File: src/rtl/nfb_regs.vh
// Constants for the NOR flash bus operation decoder.
// =============================================================================
`ifndef NFB_REGS_VH
`define NFB_REGS_VH

// =============================================================================
// Command codes
`define NFB_CMD_READ_ARRAY  8'hFF
`define NFB_CMD_READ_STATUS 8'h70
`define NFB_CMD_READ_ID     8'h90
`define NFB_CMD_CLR_STATUS  8'h50
`define NFB_CMD_PROG_SETUP  8'h40
`define NFB_CMD_ERASE_SETUP 8'h20
`define NFB_CMD_CONFIRM     8'hD0
`define NFB_CMD_CFG_SETUP   8'h60
`define NFB_CMD_CFG_CONFIRM 8'h03

// =============================================================================
// Status byte and read configuration fields
`define NFB_SR_RESET        8'h80
`define NFB_SR_READY        7
`define NFB_SR_ERASE_ERR    5
`define NFB_SR_PROG_ERR     4
`define NFB_RCR_RESET       16'hBFCF
`define NFB_RCR_ASYNC       15
`define NFB_RCR_LAT_MSB     13
`define NFB_RCR_LAT_LSB     11
`define NFB_RCR_WAIT_POL    10

// =============================================================================
// Identifier offsets, read modes and data values
`define NFB_ID_MAKER        8'h00
`define NFB_ID_PART         8'h01
`define NFB_ID_LOCK         8'h02
`define NFB_ID_RCR          8'h05
`define NFB_MODE_ARRAY      2'h0
`define NFB_MODE_STATUS     2'h1
`define NFB_MODE_ID         2'h2
`define NFB_ERASED          16'hFFFF
`define NFB_ZERO_BYTE       8'h00

// =============================================================================
// Timing
`define NFB_CLK_NS          25
`define NFB_T_PROG_NS       500
`define NFB_PROG_CYC        ((`NFB_T_PROG_NS + `NFB_CLK_NS - 1) / `NFB_CLK_NS)
`define NFB_T_LINK_IDLE_NS  400
`define NFB_LINK_IDLE_CYC   (`NFB_T_LINK_IDLE_NS / `NFB_CLK_NS)

`endif

File: src/rtl/nfb_bus_op_decoder.v
// Host bus front end of a parallel NOR flash: bus decode and command modes.
`timescale 1ns/100ps
`include "nfb_regs.vh"
module nfb_bus_op_decoder #(
	parameter         AW         = 8,
	parameter         BLK_W      = 2,
	parameter [15:0]  MAKER_CODE = 16'h0055,  // Arbitrary value.
	parameter [15:0]  PART_CODE  = 16'h00AA   // Arbitrary value.
) (
	// System clock and reset.
	input  wire             i_sys_clk,
	input  wire             i_rst,
	// Host control pins.
	input  wire             i_link_clk,
	input  wire             i_rst_dev_n,
	input  wire             i_chip_sel_n,
	input  wire             i_out_en_n,
	input  wire             i_wr_en_n,
	input  wire             i_address_valid_n,
	// Host address and data pins.
	input  wire [AW-1:0]    i_addr,
	input  wire [15:0]      i_dq,
	output reg  [15:0]      o_dq,
	output reg              o_dq_oe,
	// Wait pin.
	output reg              o_wait,
	output reg              o_wait_oe,
	// Internal status.
	output reg  [BLK_W-1:0] o_block_sel,
	output reg  [1:0]       o_read_mode,
	output reg              o_ready
);

	// =========================================================================
	// Constants and states
	localparam       SW        = 6 + AW + 16;
	localparam       OW        = AW - BLK_W;
	localparam integer PROG_CYC_I = `NFB_PROG_CYC;
	localparam integer IDLE_CYC_I = `NFB_LINK_IDLE_CYC;
	localparam [7:0] PROG_CYC  = PROG_CYC_I[7:0];
	localparam [7:0] IDLE_CYC  = IDLE_CYC_I[7:0];
	localparam [2:0] CI_IDLE   = 3'h0;
	localparam [2:0] CI_PSETUP = 3'h1;
	localparam [2:0] CI_ESETUP = 3'h2;
	localparam [2:0] CI_CSETUP = 3'h3;
	localparam [2:0] CI_PBUSY  = 3'h4;
	localparam [2:0] CI_EBUSY  = 3'h5;

	// =========================================================================
	// Declarations
	wire [SW-1:0]    pin_s;
	wire             link_s;
	wire             rst_s;
	wire             ce_s;
	wire             oe_s;
	wire             we_s;
	wire             adv_s;
	wire [AW-1:0]    addr_s;
	wire [15:0]      dq_s;
	wire             dev_rst;
	wire             wr_act;
	wire             wr_done;
	wire             rd_sel;
	wire             link_edge;
	wire             sync_rd;
	wire             wait_asserted;
	wire             mem_we;
	wire [15:0]      mem_wdata;
	wire [15:0]      mem_rdata;
	reg              link_q;
	reg  [7:0]       idle_cnt;
	reg              wr_act_q;
	reg  [AW-1:0]    wr_addr;
	reg  [15:0]      wr_data;
	reg  [AW-1:0]    addr_lat;
	reg  [2:0]       ci_state;
	reg  [1:0]       mode;
	reg  [7:0]       status;
	reg  [15:0]      rcr;
	reg  [7:0]       op_cnt;
	reg  [AW-1:0]    op_addr;
	reg  [15:0]      op_data;
	reg  [2:0]       wait_cnt;
	reg  [15:0]      next_dq;

	// =========================================================================
	// Identifier space decode: maker, part, lock state and configuration.
	function [15:0] id_word;
		input [7:0]  offs;
		input [15:0] cfg;
		begin
			if (offs == `NFB_ID_MAKER) begin
				id_word = MAKER_CODE;
			end else if (offs == `NFB_ID_PART) begin
				id_word = PART_CODE;
			end else if (offs == `NFB_ID_LOCK) begin
				id_word = 16'h0000;                 // No block is locked.
			end else if (offs == `NFB_ID_RCR) begin
				id_word = cfg;
			end else begin
				id_word = 16'h0000;                 // Protection data reads zero.
			end
		end
	endfunction

	// =========================================================================
	// Pin synchronisers
	// Every pin passes two flops before any logic looks at it.
	nfb_sync #(
		.W(SW)
	) u_sync (
		.i_sys_clk (i_sys_clk),
		.i_rst     (i_rst),
		.i_d       ({i_link_clk, i_rst_dev_n, i_chip_sel_n, i_out_en_n,
		             i_wr_en_n, i_address_valid_n, i_addr, i_dq}),
		.o_q       (pin_s)
	);

	// Unpack the synchronised pins.
	assign link_s = pin_s[SW-1];
	assign rst_s  = pin_s[SW-2];
	assign ce_s   = pin_s[SW-3];
	assign oe_s   = pin_s[SW-4];
	assign we_s   = pin_s[SW-5];
	assign adv_s  = pin_s[SW-6];
	assign addr_s = pin_s[AW+15:16];
	assign dq_s   = pin_s[15:0];

	// =========================================================================
	// Bus operation decode
	// Device reset low overrides every other control input.
	assign dev_rst = i_rst | ~rst_s;
	// A write cycle needs select and write low with output enable high.
	assign wr_act  = rst_s & ~ce_s & ~we_s & oe_s;
	// The cycle ends on whichever of write or select rises first.
	assign wr_done = wr_act_q & ~wr_act & rst_s & oe_s;
	// A read needs select and output enable low, reset and write high.
	assign rd_sel  = rst_s & ~ce_s & ~oe_s & we_s;

	// Hold the last address and data seen during the write cycle.
	always @(posedge i_sys_clk) begin
		if (dev_rst) begin
			wr_act_q <= 1'b0;
			wr_addr  <= {AW{1'b0}};
			wr_data  <= 16'h0000;
		end else begin
			wr_act_q <= wr_act;
			if (wr_act) begin
				wr_addr <= addr_s;
				wr_data <= dq_s;
			end
		end
	end

	// Address latch is transparent while address valid is low.
	always @(posedge i_sys_clk) begin
		if (dev_rst) begin
			addr_lat <= {AW{1'b0}};
		end else if (~adv_s) begin
			addr_lat <= addr_s;
		end
	end

	// Upper address bits name the block of the access.
	always @(posedge i_sys_clk) begin
		if (dev_rst) begin
			o_block_sel <= {BLK_W{1'b0}};
		end else begin
			o_block_sel <= addr_lat[AW-1:OW];
		end
	end

	// =========================================================================
	// Command interpreter and internal algorithms
	// Codes are taken at any address; the address only matters as the
	// target of a program or erase. Reset aborts whatever is running, so a
	// partly written word or block simply keeps what it got so far.
	always @(posedge i_sys_clk) begin
		if (dev_rst) begin
			ci_state <= CI_IDLE;
			mode     <= `NFB_MODE_ARRAY;
			status   <= `NFB_SR_RESET;
			rcr      <= `NFB_RCR_RESET;
			op_cnt   <= 8'h00;
			op_addr  <= {AW{1'b0}};
			op_data  <= 16'h0000;
		end else begin
			// Running algorithms go on whatever the select pin does.
			case (ci_state)
				CI_PBUSY: begin
					if (op_cnt == 8'h00) begin
						ci_state                <= CI_IDLE;
						status[`NFB_SR_READY]   <= 1'b1;
					end else begin
						op_cnt <= op_cnt - 8'h01;
					end
				end
				CI_EBUSY: begin
					op_addr <= op_addr + {{(AW-1){1'b0}}, 1'b1};
					if (&op_addr[OW-1:0]) begin
						ci_state              <= CI_IDLE;
						status[`NFB_SR_READY] <= 1'b1;
					end
				end
				default: begin
				end
			endcase
			if (wr_done) begin
				case (ci_state)
					CI_IDLE: begin
						if (wr_data[7:0] == `NFB_CMD_READ_ARRAY) begin
							mode <= `NFB_MODE_ARRAY;
						end else if (wr_data[7:0] == `NFB_CMD_READ_STATUS) begin
							mode <= `NFB_MODE_STATUS;
						end else if (wr_data[7:0] == `NFB_CMD_READ_ID) begin
							mode <= `NFB_MODE_ID;
						end else if (wr_data[7:0] == `NFB_CMD_CLR_STATUS) begin
							status[`NFB_SR_ERASE_ERR] <= 1'b0;
							status[`NFB_SR_PROG_ERR]  <= 1'b0;
						end else if (wr_data[7:0] == `NFB_CMD_PROG_SETUP) begin
							ci_state <= CI_PSETUP;
							mode     <= `NFB_MODE_STATUS;
						end else if (wr_data[7:0] == `NFB_CMD_ERASE_SETUP) begin
							ci_state <= CI_ESETUP;
							mode     <= `NFB_MODE_STATUS;
						end else if (wr_data[7:0] == `NFB_CMD_CFG_SETUP) begin
							ci_state <= CI_CSETUP;
						end
						// Any other code keeps the mode as it is.
					end
					CI_PSETUP: begin
						ci_state              <= CI_PBUSY;
						op_addr               <= wr_addr;
						op_data               <= wr_data;
						op_cnt                <= PROG_CYC;
						status[`NFB_SR_READY] <= 1'b0;
					end
					CI_ESETUP: begin
						if (wr_data[7:0] == `NFB_CMD_CONFIRM) begin
							ci_state              <= CI_EBUSY;
							op_addr               <= {wr_addr[AW-1:OW], {OW{1'b0}}};
							status[`NFB_SR_READY] <= 1'b0;
						end else begin
							// A bad confirm flags both error bits.
							ci_state                  <= CI_IDLE;
							status[`NFB_SR_ERASE_ERR] <= 1'b1;
							status[`NFB_SR_PROG_ERR]  <= 1'b1;
						end
					end
					CI_CSETUP: begin
						ci_state <= CI_IDLE;
						if (wr_data[7:0] == `NFB_CMD_CFG_CONFIRM) begin
							rcr[15:8] <= wr_data[15:8];
						end
					end
					default: begin
						// While busy only the status read is heard.
						if (wr_data[7:0] == `NFB_CMD_READ_STATUS) begin
							mode <= `NFB_MODE_STATUS;
						end
					end
				endcase
			end
		end
	end

	// Program writes its one word at the end; erase walks the block.
	assign mem_we    = ((ci_state == CI_PBUSY) & (op_cnt == 8'h00)) |
	                   (ci_state == CI_EBUSY);
	assign mem_wdata = (ci_state == CI_EBUSY) ? `NFB_ERASED : op_data;

	// =========================================================================
	// Flash array
	nfb_mem #(
		.AW(AW),
		.DW(16)
	) u_mem (
		.i_sys_clk (i_sys_clk),
		.i_rst     (i_rst),
		.i_we      (mem_we & ~dev_rst),
		.i_waddr   (op_addr),
		.i_wdata   (mem_wdata),
		.i_raddr   (addr_lat),
		.o_rdata   (mem_rdata)
	);

	// =========================================================================
	// Link clock watch
	// The link clock counts as running while edges keep coming; a stopped
	// clock drops the block back to asynchronous reads.
	always @(posedge i_sys_clk) begin
		if (i_rst) begin
			link_q   <= 1'b0;
			idle_cnt <= IDLE_CYC;
		end else begin
			link_q <= link_s;
			if (link_edge) begin
				idle_cnt <= 8'h00;
			end else if (idle_cnt != IDLE_CYC) begin
				idle_cnt <= idle_cnt + 8'h01;
			end
		end
	end

	assign link_edge = link_s & ~link_q;
	assign sync_rd   = (idle_cnt != IDLE_CYC) & ~rcr[`NFB_RCR_ASYNC] & ~wr_act;

	// =========================================================================
	// Wait generation
	// Each new address loads the latency, then link edges count it down.
	always @(posedge i_sys_clk) begin
		if (dev_rst) begin
			wait_cnt <= 3'h0;
		end else if (~adv_s) begin
			wait_cnt <= rcr[`NFB_RCR_LAT_MSB:`NFB_RCR_LAT_LSB];
		end else if (link_edge & (wait_cnt != 3'h0)) begin
			wait_cnt <= wait_cnt - 3'h1;
		end
	end

	// Data is invalid only in synchronous reads before latency expires.
	assign wait_asserted = sync_rd & (wait_cnt != 3'h0);

	// =========================================================================
	// Read data path
	// Choose the word for the current read mode.
	always @* begin
		case (mode)
			`NFB_MODE_STATUS: next_dq = {`NFB_ZERO_BYTE, status};
			`NFB_MODE_ID:     next_dq = id_word(addr_lat[7:0], rcr);
			default:          next_dq = mem_rdata;
		endcase
	end

	// Output drivers: data and wait float unless a read is under way.
	always @(posedge i_sys_clk) begin
		if (dev_rst) begin
			o_dq      <= 16'h0000;
			o_dq_oe   <= 1'b0;
			o_wait    <= 1'b0;
			o_wait_oe <= 1'b0;
		end else begin
			o_dq      <= next_dq;
			o_dq_oe   <= rd_sel;
			o_wait    <= wait_asserted ~^ rcr[`NFB_RCR_WAIT_POL];
			o_wait_oe <= rd_sel;
		end
	end

	// Mode and ready flags for observation.
	always @(posedge i_sys_clk) begin
		if (dev_rst) begin
			o_read_mode <= `NFB_MODE_ARRAY;
			o_ready     <= 1'b1;
		end else begin
			o_read_mode <= mode;
			o_ready     <= status[`NFB_SR_READY];
		end
	end

endmodule // nfb_bus_op_decoder

File: src/rtl/nfb_sync.v
// Two-flop synchroniser for the asynchronous pin inputs.
`timescale 1ns/100ps
module nfb_sync #(
	parameter W = 1
) (
	// Clock and reset.
	input  wire         i_sys_clk,
	input  wire         i_rst,
	// Raw pins and their synchronised copy.
	input  wire [W-1:0] i_d,
	output reg  [W-1:0] o_q
);
	reg [W-1:0] meta;

	// The first stage feeds the second stage and nothing else.
	always @(posedge i_sys_clk) begin
		if (i_rst) begin
			meta <= {W{1'b0}};
			o_q  <= {W{1'b0}};
		end else begin
			meta <= i_d;
			o_q  <= meta;
		end
	end
endmodule // nfb_sync

File: src/rtl/nfb_mem.v
// Word array of the flash with a registered read port.
`timescale 1ns/100ps
module nfb_mem #(
	parameter AW = 8,
	parameter DW = 16
) (
	// Clock and reset.
	input  wire          i_sys_clk,
	input  wire          i_rst,
	// Write port used by the internal algorithms.
	input  wire          i_we,
	input  wire [AW-1:0] i_waddr,
	input  wire [DW-1:0] i_wdata,
	// Read port.
	input  wire [AW-1:0] i_raddr,
	output reg  [DW-1:0] o_rdata
);
	reg [DW-1:0] mem [0:(1<<AW)-1];

	// Write when enabled and read each cycle; the read word lands in a register.
	always @(posedge i_sys_clk) begin
		if (i_we) begin
			mem[i_waddr] <= i_wdata;
		end
		if (i_rst) begin
			o_rdata <= {DW{1'b0}};
		end else begin
			o_rdata <= mem[i_raddr];
		end
	end
endmodule // nfb_mem

File: config.mk
export PLATFORM = sky130hd
export DESIGN_NAME = nfb_bus_op_decoder
export DESIGN_NICKNAME = d
export VERILOG_FILES = /design/src/rtl/nfb_bus_op_decoder.v /design/src/rtl/nfb_sync.v /design/src/rtl/nfb_mem.v
export VERILOG_INCLUDE_DIRS = /design/src /design/src/rtl
export SDC_FILE = /design/constraint.sdc
export NUM_CORES = 2
export LEC_CHECK = 0
export ABC_CLOCK_PERIOD_IN_PS = 10800
export BUFFER_PORTS_ARGS = -buffer_cell sky130_fd_sc_hd__buf_2
export CAP_MARGIN = 30
export CELL_PAD_IN_SITES_DETAIL_PLACEMENT = 1
export CELL_PAD_IN_SITES_GLOBAL_PLACEMENT = 1
export CORE_MARGIN = 8
export CORE_UTILIZATION = 40
export CTS_CLUSTER_DIAMETER = 150
export DETAILED_ROUTE_END_ITERATION = 10
export GPL_ROUTABILITY_DRIVEN = 0
export PLACE_DENSITY = 0.59
export RECOVER_POWER = 25
export SLEW_MARGIN = 20
export SYNTH_ARGS = -nofsm -noshare
export SYNTH_HDL_FRONTEND = slang
export SYNTH_SLANG_ARGS = --single-unit
export TNS_END_PERCENT = 1
File: constraint.sdc
create_clock -name i_sys_clk -period 10.8 [get_ports i_sys_clk]
set_clock_uncertainty 0.1 [all_clocks]
set_input_delay 1.62 -clock i_sys_clk [delete_from_list [all_inputs] [get_ports i_sys_clk]]
set_output_delay 1.62 -clock i_sys_clk [all_outputs]
set_load 0.02 [all_outputs]
# ---- After elaboration in Yosys (flattened, before gate mapping)
# Memories as Yosys holds them, arrays and structs flattened. A register that Yosys moved wholly into a read port is not among the register bits.
# Cells that the tools add are included.
dict set report word_totals {
  ramBits 4096
  elab_cells 151
  out_inout_bits 24
  register_bits 176
  in_bits 32
  mem_count 1
}
# memory words width rd rd_clocked_by_memory_dff write_ports line_no
set memory_table {}
lappend memory_table {u_mem.mem 256 16 1 1 1 nfb_mem.v:18} ;# reg [DW-1:0] mem [0:(1<<AW)-1];
dict set report classes {
  n_addsub 4
  reduce_logical 15
  bitwise_logic 27
  n_mux 53
  n_eq_ne 27
}
# op count
set ops {}
lappend ops {{16-bit two-way mux} 5}
lappend ops {{8-bit two-way mux} 7}
lappend ops {{3-bit two-way mux} 13}
lappend ops {{8-bit by 7-bit equality test with 1-bit output, second input constant} 4}
lappend ops {{16-bit case mux with 2 select lines} 1}
lappend ops {{8-bit equality test, second input constant} 3}
lappend ops {{2-bit two-way mux} 12}
lappend ops {{8-bit by 1-bit adder with 8-bit output, second input constant} 2}
lappend ops {{8-bit by 2-bit equality test with 1-bit output, second input constant} 2}
lappend ops {{8-bit zero test} 2}
lappend ops {{8-bit case mux with 2 select lines} 1}
lappend ops {{1-bit AND} 15}
lappend ops {{2-bit inequality test, second input constant} 6}
lappend ops {{3-bit case mux with 4 select lines} 1}
lappend ops {{5-bit two-way mux} 2}
lappend ops {{1-bit NOT} 9}
lappend ops {{8-bit by 1-bit equality test with 1-bit output, second input constant} 1}
lappend ops {{8-bit by 3-bit equality test with 1-bit output, second input constant} 1}
lappend ops {{8-bit by 6-bit equality test with 1-bit output, second input constant} 1}
lappend ops {{8-bit by 5-bit inequality test with 1-bit output, second input constant} 1}
lappend ops {{2-bit case mux with 2 select lines} 2}
lappend ops {{8-bit by 1-bit subtractor with 8-bit output, second input constant} 1}
lappend ops {{7-bit AND reduction} 1}
lappend ops {{3-bit by 2-bit equality test with 1-bit output, second input constant} 2}
lappend ops {{21 further kinds} 31}

# ---- Logic depth before layout (Yosys ltp)
dict set report depth {
  depth_word 12
  ltp_mapped 13
}

# ---- Cells and area by module
# Synthesis repeated with hierarchy kept, for this count alone.
dict set report hier_totals {
  hier_cells 8004
  hier_area_um2 164941.9
}
# module n_inst cells_per_inst seq_area_each_um2 area_per_inst_um2
set modules_own_cells {}
lappend modules_own_cells {nfb_mem 1 7303 123318.3 158522.0}
lappend modules_own_cells {nfb_bus_op_decoder 1 575 2302.2 4813.4}
lappend modules_own_cells {nfb_sync 1 126 1201.2 1606.5}

# ---- Least setup slack after synthesis
# OpenSTA, ideal clock, no wires.
dict set report synth_timing {
  kind {flip-flop to flip-flop}
  from {reg ci_state[0]}
  to {mem u_mem.mem[0][10], data pin}
  arrival_time_ns 4.411
  period_less_slack_ns 5.410
  setup_time_ns 0.900
  stages_incl_launch_ff 6
  setup_slack_ns 5.390
  path_cell_list {dfxtp_1 -> nor2b_1 -> nand2_1 -> clkbuf_1 -> clkbuf_1 -> nand2b_1}
}
dict set report synth_between {
  elab_chain_cells 2
}
# item line_no
set synth_lines {}
lappend synth_lines {{start: declaration} nfb_bus_op_decoder.v:76} ;# reg [2:0] ci_state;
lappend synth_lines {{start signal: assignment} nfb_bus_op_decoder.v:180} ;# ci_state <= CI_IDLE;
lappend synth_lines {{start signal: assignment} nfb_bus_op_decoder.v:192} ;# ci_state <= CI_IDLE;
lappend synth_lines {{start signal: assignment} nfb_bus_op_decoder.v:201} ;# ci_state <= CI_IDLE;
lappend synth_lines {{3-bit equality test} nfb_bus_op_decoder.v:270} ;# assign mem_wdata = (ci_state == CI_EBUSY) ? `NFB_ERASED : op_data;
lappend synth_lines {{16-bit two-way mux} nfb_bus_op_decoder.v:270}
lappend synth_lines {{via mem_wdata[10]} nfb_bus_op_decoder.v:68} ;# wire [15:0] mem_wdata;
lappend synth_lines {{end: declaration} nfb_mem.v:18}
# The timed path passes the listed nets, and every way through them passes these cells.

# ---- Worst setup path after layout
dict set report layout_timing {
  from {reg ci_state[0]}
  to {mem u_mem.mem[153][6], data pin}
}
# The elaborated chain is that of the path after synthesis.

==> impl_results.md <==
- Status: complete, but fails checks
- Failing checks: capacitance limit, slew limit
- TritonCTS clock tree: built
- Initial antenna violation count: 40
- Pre-antenna DRT Iters: 6
- Vias/cell: 5.88
- Post-synth cell types: 77
- Worst slack, placed: 4.29 ns
- Startpoint Class: register
- Worst slew pin tran: 4.25 ns
- Reg2reg path depth: 6
- Setup Fix Bufs, Post-CTS: 0
- Critical path arrival: around 8 ns
- Clock sinks: about 4300
- Asr flop ratio synth: 0%
- Clk root buf: clkbuf_16
- Fmax achieved: 127 MHz
- Most frequent CP cell: clkbuf_1
- Routed wire per std cell: 36.2 µm
- DRC viols: 0
- Setup TNS: 0 ns
- Crit path time final: around 7.9 ns
- Unrepaired setup endpoints after global routing: false
- Crit-path slowest cell: clkbuf_1
- Data required, critical path: 10.96 ns
- Die width: 656 µm
- Slew margin rel.: -184%
- Row cnt: 235
- Cts-stage hold buffer count: 0
- Final Max Slew Viols: about 2400
- I/O pins: 56
- Part of the cycle the worst path needs: 72.9%
- ANT nets after route: 0
- CTS buffer count: 439
- Core area: 409000 µm²
- Vias: 80438
- Synthesized flop and latch total: 4287
- Critical R2R Launch: ci_state[0]
- CTS clk-pin slew, worst paths: approximately 0.06 ns
- R2R Path End: u_mem.mem[153][6]
- Max-Cap Viols: 42
- First-pass GRT wire length: 679 mm
- Pin count of the biggest net entering global routing: 161
- Peak VDD IR: 0.000133 V
- Worst Path Max Fanout: 52
- Clock Tree Buf Depth: 4
- Hold path startpoint: u_sync.o_q[0]
- Vias in the first global route: 81733
- Syn Nets: roughly 7400
- Syn Area/Cell: between 20 and 25 µm²
- Fillers: around 37000
- GRT Overall Usage: 22.3%
- Area of placed instances: 172000 µm²
- H-tree levels: 5
- Hold path endpoint: wr_data[0]
- DR iter-0 viols: 10275
- Hold WC Path Type: reg -> reg
- # setup viols final: 0
- Post-Syn Area: 164000 µm²
- Hold Path Stages: 2
- Final worst setup slack: 2.92 ns
- Worst skew pair latency: a little under 1 ns
- Primary FF master, synth: edfxtp_1
- Sequential area share after synthesis: 77.3%
- Crit. End Element: register
- WS Path Type: reg -> reg
- PostCTS Resize Cnt: 0
- Total Wirelength: 495 mm
- Yosys top cell by area: edfxtp_1
- Share of layout cells above drive strength 1: 29.2%
- Global route total overflow: 0
- Port buffer count: 55
- Top-area cell type share of the netlist area: 75.0%
- Fin nets: 7879
- Die area: 431000 µm²
- R2R Setup Slk: 2.92 ns
- Power density cells: ~180 nW/µm²
- Area contributors post-synth: edfxtp_1 75%, mux4_2 16%, dfxtp_1 2.3%, mux2i_1 1.1%, nor2_1 0.85%
- Post-synth EDFFs: roughly 4100
- Cells after Synth: 7392
- CP max stage delay: 2.26 ns
- Post-layout instance area: 187000 µm²
- Initial core utilization: 40.1%
- Leakage: 67.4 nW
- DIE HEIGHT: 656 µm
- WP buf/inv: 3
- CP top delay family: buffers and inverters
- Post-detail-place hpwl: around 300 mm
- Crit path cell chain: nor2b_1 > nand2_2 > clkbuf_1 > nand2b_1 > clkbuf_1 > clkbuf_1
- Endpoints failing hold: 0
- Yosys warns: 0
- Area growth syn-to-layout: 14.2%
registers in the layout (all words and copies together), names as in the netlist, 3 cells and up:
signal / flops
u_mem.mem: 4096
op_cnt: 8
u_sync.meta: 30
op_addr: 8
wait_cnt: 3
o_dq: 16
op_data: 16
idle_cnt: 8
rcr: 8
addr_lat: 8
wr_addr: 8
u_sync.o_q: 30
u_mem.o_rdata: 16
wr_data: 16
ci_state: 3
metrics by stage:
step	hold WS (ns)	instances	util, %	power (mW)
after floorplan	0.314	7392	-	18.4
after detailed placement	0.332	12747	42.1	18.4
final	0.345	13681	45.8	33.2
after global routing	0.364	13671	45.8	34.0
after global placement	0.332	12731	42.0	18.4
after CTS	0.346	13568	45.6	33.5
tightest hold or removal path: cells and delay by family, from the launching register on:
kind             cells  cell delay (ns)
AND/OR/NAND/NOR      1             0.05
AO/OA/AOI/OAI        1             0.05
flip-flops           1             0.30
cell usage after synthesis (all sizes together), types with 18 or more instances:
cell	instances
edfxtp	4096
mux4	1148
nor2	371
buf	255
nand2	234
dfxtp	191
mux2i	182
clkbuf	163
a21oi	98
nor2b	85
a22oi	77
o21ai	63
nand3	41
nand2b	32
nor3	31
o22ai	31
o221ai	27
inv	18
worst max path at each step:
stage / from / end / cells past startpoint
floorplan: ci_state[0] / u_mem.mem[0][10] / 5
global placement: i_rst / u_mem.mem[192][12] / 7
detailed placement: i_rst / u_mem.mem[213][14] / 8
CTS: i_rst / u_mem.mem[213][14] / 8
global route: ci_state[0] / u_mem.mem[153][6] / 6
finish: ci_state[0] / u_mem.mem[153][6] / 6
cell families (layout without fill, tap and decap cells):
kind of cell | count (synthesis) | count (layout) | share of synthesized area [%]
flip-flops | 4287 | 4287 | 77.3
multiplexers | 1337 | 1337 | 16.9
AND/OR/NAND/NOR | 865 | 865 | 2.34
buffers and inverters | 439 | 1263 | 1.45
AO/OA/AOI/OAI | 431 | 431 | 1.80
XOR/XNOR | 22 | 22 | 0.117
adder cells (fa/ha/maj) | 11 | 11 | 0.0839
other | 0 | 14 | 0
area by class of cell:
type,count,area [µm²],share of cell area [%]
diodes,14,35.0,0.0187
clock buffers,535,11500,6.14
clock inverters,286,2740,1.46
inverters,21,95.1,0.0508
multi-input cells,2666,35500,18.9
flip-flops and latches,4287,127000,67.7
well taps,5451,6820,3.64
repair buffers,421,3810,2.04
cell usage in the layout, fill, tap and decap left out, types with 107 or more instances in the layout:
master	instances
mux2i_1	182
clkbuf_1	129
nor2_2	179
mux4_2	1148
dfxtp_1	183
clkbuf_16	443
clkinv_1	107
nand2_1	219
edfxtp_1	4096
buf_4	210
nor2_1	189
power breakdown:
part	internal (mW)	leakage (nW)	switching [mW]
Sequential	17.9	49.2	0.0132
Clock	8.61	6.92	6.50
Combinational	0.0456	11.3	0.0817
Total	26.6	67.4	6.60
metal layers:
metal  global-route usage [%]  wire (µm)
met1                     30.9     202000
met3                     4.71      41100
met2                     35.3     233000
met4                     7.43      19300
met5                        0         43
Note: power is estimated with default switching activity, not from simulation.
